--- src/pls_map.vh ---
// Constants for the speed/activity LED strap and RMII data block.
// Included by the LED and RMII design file; definitions only.
`ifndef PLS_MAP_VH
`define PLS_MAP_VH
`define PLS_LED_MODE_SPEED 2'h0
`define PLS_LED_MODE_ACT 2'h1
`define PLS_CTRL_SPEED_BIT 13
`define PLS_LED_MODE_HI 15
`define PLS_LED_MODE_LO 14
`define PLS_CLK_MHZ 125
`define PLS_BLINK_MS 50
`define PLS_BLINK_CYC (`PLS_BLINK_MS * 1000 * `PLS_CLK_MHZ)
`define PLS_ACT_HOLD_CYC 13'h1000
`define PLS_FIFO_DEPTH 32
`define PLS_DIBIT_W 2
`endif

--- src/pls_led_rmii.v ---
// Functional notes
// - Speed strap level latched into control bit 13 during power-up or reset; here it is loaded on the third clk edge after reset release.
// - LED function chosen by two-bit mode field, bits 15:14 of register 1Eh.
// - Mode 00: pin high at 10 Mbps, low at 100 Mbps.
// - Mode 01: pin high without activity, toggles while active.
// - Strap pin is input with pull only in reset, output otherwise; here it stays input until the third clk edge after release.
// - Receive: two data bits per reference clock while carrier/valid is set.
// - Transmit: two data bits accepted per reference clock while enable set.
//
// Speed/activity LED pin with speed strap, and RMII dibit paths.
// Assumes ref_clk is slower than clk/4 and pins are asynchronous to clk.
`timescale 1ns/10ps
`include "pls_map.vh"
module pls_led_rmii #(
   parameter BLINK_CYC = `PLS_BLINK_CYC,
   parameter DEPTH = `PLS_FIFO_DEPTH
) (
   // Clock and reset
   input wire clk,
   input wire arst_n,
   // Mode register field and link status
   input wire [15:0] led_cfg_reg,
   input wire link_is_100,
   // Strap result
   output wire ctrl_speed_sel,
   // Speed/activity LED pin
   input wire speed_activity_led_pin_i,
   output wire speed_activity_led_pin_o,
   output wire speed_activity_led_pin_oe,
   // RMII pins
   input wire ref_clk,
   output reg [1:0] rxd,
   output reg crs_dv,
   input wire [1:0] txd,
   input wire tx_en,
   // Receive dibits from the line side
   input wire rx_valid,
   output wire rx_ready,
   input wire [1:0] rx_data,
   // Transmit dibits to the line side
   output wire tx_valid,
   input wire tx_ready,
   output wire [1:0] tx_data
);
   localparam [3:0] ST_FIRST = 4'h1;
   localparam [3:0] ST_SECOND = 4'h2;
   localparam [3:0] ST_LATCH = 4'h4;
   localparam [3:0] ST_DRIVE = 4'h8;
   reg [3:0] strap_st_q;
   reg [3:0] strap_st_d;
   reg strap_done_q;
   reg speed_sel_q;
   reg led_s1_q;
   reg led_s2_q;
   reg [2:0] ref_s_q;
   reg [1:0] txd_s1_q;
   reg [1:0] txd_s2_q;
   reg [1:0] txd_s3_q;
   reg ten_s1_q;
   reg ten_s2_q;
   reg ten_s3_q;
   reg [31:0] blink_q;
   reg [12:0] act_q;
   reg blink_lvl_q;
   reg led_o_q;
   reg led_d;
   wire ref_rise;
   wire blink_tick;
   wire [1:0] led_mode;
   wire active;
   wire rxf_valid;
   wire [1:0] rxf_data;
   wire txf_in_ready;
   assign ref_rise = ref_s_q[1] & ~ref_s_q[2];
   assign led_mode = led_cfg_reg[`PLS_LED_MODE_HI:`PLS_LED_MODE_LO];
   assign ctrl_speed_sel = speed_sel_q;
   assign active = (act_q != 13'h0000);
   assign blink_tick = active && (blink_q >= BLINK_CYC - 1);
   // Pull resistor is outside; pin floats as input until strap caught
   assign speed_activity_led_pin_oe = strap_done_q;
   assign speed_activity_led_pin_o = led_o_q;
   // Strap pin passes two flops before the catch state reads it
   always @(posedge clk or negedge arst_n) begin
      if (!arst_n) begin
         led_s1_q <= 1'b0;
         led_s2_q <= 1'b0;
      end else begin
         led_s1_q <= speed_activity_led_pin_i;
         led_s2_q <= led_s1_q;
      end
   end
   // Strap caught on the third edge after release, whatever its level
   always @* begin
      strap_st_d = strap_st_q;
      case (strap_st_q)
         ST_FIRST: strap_st_d = ST_SECOND;
         ST_SECOND: strap_st_d = ST_LATCH;
         ST_LATCH: strap_st_d = ST_DRIVE;
         ST_DRIVE: strap_st_d = ST_DRIVE;
         default: strap_st_d = ST_FIRST;
      endcase
   end
   always @(posedge clk or negedge arst_n) begin
      if (!arst_n) begin
         strap_st_q <= ST_FIRST;
         strap_done_q <= 1'b0;
         speed_sel_q <= 1'b0;
      end else begin
         strap_st_q <= strap_st_d;
         if (strap_st_q == ST_LATCH) begin
            speed_sel_q <= led_s2_q;
            strap_done_q <= 1'b1;
         end
      end
   end
   // Activity stretch keeps active for 4096 cycles after crs_dv or tx_en, far shorter than one default blink phase
   always @(posedge clk or negedge arst_n) begin
      if (!arst_n) begin
         act_q <= 13'h0000;
      end else if (crs_dv | ten_s2_q) begin
         act_q <= `PLS_ACT_HOLD_CYC;
      end else if (active) begin
         act_q <= act_q - 13'h0001;
      end
   end
   // Blink divider gives a one-cycle tick; restarts idle so the first phase is full
   always @(posedge clk or negedge arst_n) begin
      if (!arst_n) begin
         blink_q <= 32'h00000000;
      end else if (!active || blink_tick) begin
         blink_q <= 32'h00000000;
      end else begin
         blink_q <= blink_q + 32'h00000001;
      end
   end
   always @(posedge clk or negedge arst_n) begin
      if (!arst_n) begin
         blink_lvl_q <= 1'b1;
      end else if (!active) begin
         blink_lvl_q <= 1'b1;
      end else if (blink_tick) begin
         blink_lvl_q <= ~blink_lvl_q;
      end
   end
   always @* begin
      case (led_mode)
         `PLS_LED_MODE_SPEED: led_d = ~link_is_100;
         `PLS_LED_MODE_ACT: led_d = active ? blink_lvl_q : 1'b1;
         default: led_d = 1'b1;
      endcase
   end
   always @(posedge clk or negedge arst_n) begin
      if (!arst_n) begin
         led_o_q <= 1'b1;
      end else begin
         led_o_q <= led_d;
      end
   end
   // Reference clock sampled as data; its rise is found behind two flops
   always @(posedge clk or negedge arst_n) begin
      if (!arst_n) begin
         ref_s_q <= 3'h0;
      end else begin
         ref_s_q <= {ref_s_q[1:0], ref_clk};
      end
   end
   // Third stage keeps the dibit that stood before the rise; the MAC moves it just after
   always @(posedge clk or negedge arst_n) begin
      if (!arst_n) begin
         txd_s1_q <= 2'h0;
         txd_s2_q <= 2'h0;
         txd_s3_q <= 2'h0;
      end else begin
         txd_s1_q <= txd;
         txd_s2_q <= txd_s1_q;
         txd_s3_q <= txd_s2_q;
      end
   end
   always @(posedge clk or negedge arst_n) begin
      if (!arst_n) begin
         ten_s1_q <= 1'b0;
         ten_s2_q <= 1'b0;
         ten_s3_q <= 1'b0;
      end else begin
         ten_s1_q <= tx_en;
         ten_s2_q <= ten_s1_q;
         ten_s3_q <= ten_s2_q;
      end
   end
   // Receive: one dibit per ref_clk period while crs_dv high
   always @(posedge clk or negedge arst_n) begin
      if (!arst_n) begin
         rxd <= 2'h0;
         crs_dv <= 1'b0;
      end else if (ref_rise) begin
         crs_dv <= rxf_valid;
         rxd <= rxf_valid ? rxf_data : 2'h0;
      end
   end
   pls_fifo #(.WIDTH(`PLS_DIBIT_W), .DEPTH(DEPTH), .AW(5)) u_rx_fifo (
      .clk(clk),
      .arst_n(arst_n),
      .in_valid(rx_valid),
      .in_ready(rx_ready),
      .in_data(rx_data),
      .out_valid(rxf_valid),
      .out_ready(ref_rise),
      .out_data(rxf_data)
   );
   // Transmit: accept a dibit on each ref_clk rise while tx_en; overflow drops
   pls_fifo #(.WIDTH(`PLS_DIBIT_W), .DEPTH(DEPTH), .AW(5)) u_tx_fifo (
      .clk(clk),
      .arst_n(arst_n),
      .in_valid(ref_rise & ten_s3_q),
      .in_ready(txf_in_ready),
      .in_data(txd_s3_q),
      .out_valid(tx_valid),
      .out_ready(tx_ready),
      .out_data(tx_data)
   );
endmodule

--- src/pls_fifo.v ---
// Synchronous FIFO with valid/ready on both sides.
// Assumes one clock domain and active-low asynchronous reset.
`timescale 1ns/10ps
module pls_fifo #(
   parameter WIDTH = 2,
   parameter DEPTH = 32,
   parameter AW = 5
) (
   // Clock and reset
   input wire clk,
   input wire arst_n,
   // Fill side
   input wire in_valid,
   output wire in_ready,
   input wire [WIDTH-1:0] in_data,
   // Drain side
   output wire out_valid,
   input wire out_ready,
   output wire [WIDTH-1:0] out_data
);
   reg [WIDTH-1:0] mem [0:DEPTH-1];
   reg [AW-1:0] wr_q;
   reg [AW-1:0] rd_q;
   reg [AW:0] cnt_q;
   wire push;
   wire pop;
   assign in_ready = (cnt_q != DEPTH[AW:0]);
   assign out_valid = (cnt_q != {(AW+1){1'b0}});
   assign out_data = mem[rd_q];
   assign push = in_valid & in_ready;
   assign pop = out_valid & out_ready;
   always @(posedge clk) begin
      if (push) begin
         mem[wr_q] <= in_data;
      end
   end
   always @(posedge clk or negedge arst_n) begin
      if (!arst_n) begin
         wr_q <= {AW{1'b0}};
         rd_q <= {AW{1'b0}};
         cnt_q <= {(AW+1){1'b0}};
      end else begin
         if (push) begin
            wr_q <= (wr_q == DEPTH - 1) ? {AW{1'b0}} : wr_q + 1'b1;
         end
         if (pop) begin
            rd_q <= (rd_q == DEPTH - 1) ? {AW{1'b0}} : rd_q + 1'b1;
         end
         if (push & ~pop) begin
            cnt_q <= cnt_q + 1'b1;
         end else if (pop & ~push) begin
            cnt_q <= cnt_q - 1'b1;
         end
      end
   end
endmodule

--- config.mk ---
export PLATFORM = sky130hd
export DESIGN_NAME = pls_led_rmii
export DESIGN_NICKNAME = d
export VERILOG_FILES = /design/src/pls_led_rmii.v /design/src/pls_fifo.v
export VERILOG_INCLUDE_DIRS = /design/src
export SDC_FILE = /design/constraint.sdc
export NUM_CORES = 1
export LEC_CHECK = 0
export ABC_AREA = 1
export BUFFER_PORTS_ARGS = -buffer_cell sky130_fd_sc_hd__buf_4
export CAP_MARGIN = 30
export CELL_PAD_IN_SITES_DETAIL_PLACEMENT = 0
export CELL_PAD_IN_SITES_GLOBAL_PLACEMENT = 1
export CORE_ASPECT_RATIO = 1.2
export CORE_MARGIN = 3
export CORE_UTILIZATION = 40
export CTS_CLUSTER_SIZE = 16
export DETAILED_ROUTE_END_ITERATION = 6
export PLACE_DENSITY_LB_ADDON = 0.05
export RECOVER_POWER = 100
export SYNTH_ARGS = -nofsm -noshare
export SYNTH_HDL_FRONTEND = slang
export SYNTH_SLANG_ARGS = --single-unit
export TNS_END_PERCENT = 50
--- constraint.sdc ---
create_clock -name clk -period 3.55 [get_ports clk]
set_clock_uncertainty 0.1 [all_clocks]
set_input_delay 0.71 -clock clk [delete_from_list [all_inputs] [get_ports clk]]
set_output_delay 0.71 -clock clk [all_outputs]
set_load 0.05 [all_outputs]
==> results.cfg, run 1 <==
[run_status]
status = complete, but fails checks
failed_checks = max-capacitance violations, max-slew violations

[sta]
fin_crit_sh = 0.909
max_freq_ghz = 0.310
rsz0062_at_grt = no
finalCriticalPeriod_ps = 3230
setup_viol = 0
relSlewSlack = -0.277
tns_ps = 0
hold_violations = 0
worst_slew_pin_slew_ps = 1920
maxSlewViolCount = 33

[final_layout]
nets = 1192
diodes = 0
drive_gt1_frac = 0.0866
syn_to_final_growth_pct = 12.4

[power]
intPower_mw = 5.60
power_frac_clock = 0.329
total_power_mw = 8.47
irDropWorstVdd_mv = 0.450
power.density_nw_per_um2 = 707
swShare = 0.340
power_frac_seq = 0.396
combPwrFrac = 0.275
p_leak_nw = 4.95
p_sw_mw = 2.88

[worst_hold_path]
hp-class = in2reg
whs_path_depth = 1
hold_end = ref_s_q[0]
worstHoldStart = ref_clk

[floorplanning]
die_x_um = 155
initial_core_util = 0.412
coreArea_um2 = 25900
rows = 64
io_pins = 38
die_area_um2 = 28700
die_h_um = 185

[cts]
clkSlewWorstSetupHoldPaths_ps = 60
numCtsBuffers = 26
cts_num_sinks = 230
ctsResizeCount = 0
cts-htree-levels = 1
post_cts.repair.setup_buffers = 0
clock_latency_ps = 530
clockBufferDepth = 3
tritoncts = yes
root_buffer = clkbuf_16
postCtsHoldBufs = 0

[logic_synthesis]
synthArstFlopShare = 0.443
synth_ff_type = edfxtp_1
synth_cell_types = 44
ys_seq_area_frac = 0.600
synth_edf_count = 128
netlist_area_um2 = 10700
synth_seq_cells = 230
yosysWarnings = 0
synth_cells = 1093
avgSynthCellArea_um2 = 9.75

[setup_path]
worst_path_most_repeated_cell = nand3_1
worst-path-max-fanout = 16
cp_cell_sequence = buf_4, o21ai_0, o211ai_1, nand3_1, nand3_1, nand2_1, inv_1, clkbuf_2
rr_worst_depth = 14
r2r_slack_ps = 540
crit_required_ps = 2740
critPathMaxStageDelay_ps = 650
arrival_ps = 2420
cp-start-kind = flop
crit_type = reg2out
r2r-start = u_rx_fifo.cnt_q[0]
r2r_end = u_rx_fifo.cnt_q[5]
end_kind = primary output
slowest_stage = dfrtp_1

[detailed_routing]
avgViaCountPerCell = 4.91
wl_per_cell_um = 15.1
wl_mm = 22.4
drc = 0
drtAntennaViolNets = 0
vias = 7286
drt_iter0_drc = 373
first_pass_iters = 4

[global_routing]
grt_use_total = 0.163
grt_max_degree = 46
grt_pass1_vias = 7528
antenna_found_initial = 0
overflow = 0
grt_pass1_wl_mm = 37.9

[place]
gp_congestion = 0.769
io_buffers = 23
dp_hpwl_mm = 15.0

[run]
maxCapViolCount = 1
[critical path: cells and delay by family, from the launching register on]
| kind | cells | cell delay, ps |
|---|---|---|
| compound gates | 2 | 320 |
| buf+inv | 3 | 610 |
| flops | 1 | 650 |
| simple gates | 3 | 310 |
[Yosys cell counts, types with 8 or more instances]
master | number | area (um2)
dfrtp_1 | 99 | 2480
o211ai_1 | 11 | 82.6
ha_1 | 27 | 338
a21oi_1 | 27 | 135
edfxtp_1 | 128 | 3840
xor2_1 | 18 | 158
o21ai_0 | 48 | 240
inv_1 | 119 | 447
nand2_1 | 191 | 717
buf_2 | 15 | 75.1
nor3_1 | 28 | 140
nor2_1 | 163 | 612
nand3_1 | 111 | 556
or2_2 | 8 | 50.1
inv_2 | 10 | 37.5
[area by class of cell]
class                   instances  area [um2]
fillers                      2531       13900
flip-flops and latches        230        6400
multi-input cells             712        3580
clock buffers                  36         781
inverters                     132         495
well taps                     330         413
repair buffers                 33         181
clock inverters                12         136
[power by group through the flow]
stage | combinational, mW | sequential [mW] | clock, mW
global placement | 2.43 | 3.42 | 0
detailed placement | 2.45 | 3.41 | 0
CTS | 2.46 | 3.36 | 2.87
global route | 2.71 | 3.40 | 2.98
finish | 2.33 | 3.36 | 2.79
floorplan | 1.80 | 3.37 | 0
[flip-flops by register name, summed over array words and instances, names as in the netlist, 3 cells and up]
signal,cells
u_rx_fifo.rd_q,5
u_tx_fifo.mem,64
u_rx_fifo.cnt_q,6
ref_s_q,3
u_rx_fifo.mem,64
u_rx_fifo.wr_q,5
strap_st_q,4
u_tx_fifo.wr_q,5
u_tx_fifo.cnt_q,6
blink_q,32
act_q,13
u_tx_fifo.rd_q,5
[worst max path at each step]
stage	start	to	slack, ps	cells past startpoint
2_1_floorplan	u_rx_fifo.cnt_q[0]	u_rx_fifo.cnt_q[5]	650	15
3_3_place_gp	u_rx_fifo.cnt_q[0]	u_rx_fifo.cnt_q[5]	670	14
3_5_place_dp	u_rx_fifo.cnt_q[0]	u_rx_fifo.cnt_q[5]	660	14
4_1_cts	u_tx_fifo.rd_q[1]	tx_data[1]	360	8
5_1_grt	arst_n	act_q[6]	130	2
6_report	u_tx_fifo.rd_q[1]	tx_data[1]	320	8
[layer usage]
metal | share of wire | up-vias | track usage
li1 | - | 3686 | -
met1 | 0.44 | 3473 | 0.204
met2 | 0.51 | 83 | 0.296
met3 | 0.031 | 44 | 0.0215
met4 | 0.025 | 0 | 0.0491
met5 | 0 | - | 0
[through the flow]
step	setup slack, ps	area (um2)	hold WS [ps]	instances	utilization
4_1_cts	358	12200	41.3	1485	0.470
6_report	322	12000	221	1485	0.463
3_3_place_gp	669	11200	236	1435	0.433
3_5_place_dp	660	11200	237	1437	0.435
2_1_floorplan	652	10700	231	1101	-
5_1_grt	133	12000	197	1485	0.463
[logic make-up (layout without fill, tap and decap cells)]
family | count (synthesis) | count (layout) | share of synthesized area
and+or+nand+nor | 542 | 542 | 0.226
DFF | 230 | 230 | 0.600
buffers and inverters | 159 | 213 | 0.0609
AOI/OAI and AO/OA | 107 | 107 | 0.0563
adders and majority gates | 29 | 29 | 0.0354
xor gates and xnor gates | 24 | 24 | 0.0197
other | 1 | 9 | 0.000352
muxes | 1 | 1 | 0.00106
[layout by cell type (no fill, tap or decap), types with 3 or more instances in the layout]
master / count
a21oi_1: 27
buf_4: 10
bufinv_16: 3
clkbuf_1: 18
clkbuf_16: 28
clkbuf_2: 4
clkbuf_4: 4
clkbuf_8: 5
clkinv_1: 5
clkinv_2: 7
conb_1: 9
dfrtp_1: 99
dfstp_2: 3
edfxtp_1: 128
ha_1: 27
inv_1: 120
inv_2: 8
nand2_1: 193
nand2_2: 4
nand3_1: 112
nand3_2: 5
nand4_1: 5
nor2_1: 165
nor2_2: 4
nor3_1: 30
nor4_1: 4
o211ai_1: 11
o21ai_0: 56
o22ai_1: 6
or2_2: 8
xnor2_1: 6
xor2_1: 18
Note: power is estimated with default switching activity, not from simulation.
==> inputs of run 2 (changes only) <==
CELL_PAD_IN_SITES_DETAIL_PLACEMENT = not set   (was 0)
CELL_PAD_IN_SITES_GLOBAL_PLACEMENT = not set   (was 1)
PLACE_DENSITY_LB_ADDON = 0.08   (was 0.05)
==> results.cfg, run 2 (same netlist as run 1, synthesis figures left out) <==
[run_status]
status = complete, but fails checks
failed_checks = max-capacitance violations, max-slew violations

[floorplanning]
io_pins = 38
coreArea_um2 = 25900
initial_core_util = 0.412
die_area_um2 = 28700
rows = 64
die_x_um = 155
die_h_um = 185

[setup_path]
crit_type = reg2out
cp-start-kind = flop
crit_required_ps = 2740
worst-path-max-fanout = 34
end_kind = primary output
rr_worst_depth = 14
arrival_ps = 2460

[final_layout]
nets = 1190
syn_to_final_growth_pct = 12.1
most-common-layout-cells = 193 x nand2_1, 165 x nor2_1, 128 x edfxtp_1, 121 x inv_1, 112 x nand3_1
num-fill-cells = 2521
diodes = 0
final_common_cell = nand2_1
fin_area_um2 = 11900
register_area_um2 = 6400
drive_gt1_frac = 0.0867
multiInputGateArea_um2 = 3590
top_regs = u_rx_fifo.mem: 64 flops, u_tx_fifo.mem: 64 flops, blink_q: 32 flops

[cts]
clockBufferDepth = 3
cts_num_sinks = 230
ctsResizeCount = 0
clock_latency_ps = 520
postCtsHoldBufs = 0
post_cts.repair.setup_buffers = 0
clkSlewWorstSetupHoldPaths_ps = 60
cts-htree-levels = 1
root_buffer = clkbuf_16
numCtsBuffers = 26
tritoncts = yes

[detailed_routing]
vias = 7235
wl_mm = 21.8
drc = 0
avgViaCountPerCell = 4.88
drtAntennaViolNets = 0
drt_iter0_drc = 334
wl_per_cell_um = 14.7
first_pass_iters = 4

[power]
power.density_nw_per_um2 = 698
irDropWorstVdd_mv = 0.463
p_leak_nw = 4.93

[global_routing]
grt_pass1_vias = 7384
grt_busiest_layer = met2
grt_max_degree = 103
antenna_found_initial = 0
overflow = 0
grt_pass1_wl_mm = 36.1
grtUsageMet2 = 0.282
use_met1 = 0.190
grt_use_total = 0.154
gr-usage-met3 = 0.0208

[sta]
worst_slew_pin_slew_ps = 2620
tns_ps = 0
relSlewSlack = -0.747
max_freq_ghz = 0.305
rsz0062_at_grt = no
maxSlewViolCount = 103
fin_crit_sh = 0.922
setup_viol = 0
finalCriticalPeriod_ps = 3270
hold_violations = 0

[place]
dp_hpwl_mm = 14.1
io_buffers = 23
dpl_cell_area_um2 = 11200
gp_congestion = 0.798

[run]
maxCapViolCount = 1

[worst_hold_path]
hp-class = in2reg
whs_path_depth = 1
==> run 2: worst paths after layout <==
check	end	slack, ps	start
worst max register to register	u_rx_fifo.cnt_q[5]	400	u_rx_fifo.cnt_q[0]
worst max-delay path	tx_data[0]	280	u_tx_fifo.rd_q[0]
worst min register to register	led_s2_q	250	led_s1_q
worst min-delay path	txd_s1_q[0]	220	txd[0]
min in group asynchronous	u_tx_fifo.rd_q[2]	980	arst_n
max in group asynchronous	act_q[6]	810	arst_n
==> run 2: metrics by stage <==
step	power, mW	utilization	std cells	hold WS [ps]	worst slack (ps)
global placement	5.81	0.432	1433	233	672
floorplan	5.17	-	1101	231	652
CTS	8.55	0.468	1483	165	256
global route	8.94	0.462	1483	192	38.4
detailed placement	5.82	0.434	1435	242	660
finish	8.34	0.462	1483	221	275
==> run 2: final cells by class <==
class | instances | area share
repair buffers | 31 | 0.0150
flip-flops and latches | 230 | 0.536
clock buffers | 33 | 0.0626
multi-input cells | 712 | 0.300
well taps | 330 | 0.0346
inverters | 132 | 0.0415
clock inverters | 15 | 0.0104
==> run 2: metal layers <==
metal / up-vias / part of all wire
met5: - / 0
met4: 0 / 0.023
met3: 43 / 0.031
met2: 90 / 0.51
met1: 3419 / 0.44
li1: 3683 / -
==> run 2: power by group <==
group | switching [mW] | internal [mW] | leakage (nW)
logic | 1.55 | 0.755 | 2.06
clock network | 1.05 | 1.63 | 0.438
registers | 0.273 | 3.09 | 2.44
==> run 2: critical path, cell delays in order (launching register included) <==
cell      delay [ps]
dfrtp_1          520
inv_2            490
o21ai_0          190
o211ai_1         150
nand3_1          140
nand2_1           90
nand2_1           50
inv_1             40
clkbuf_2         260
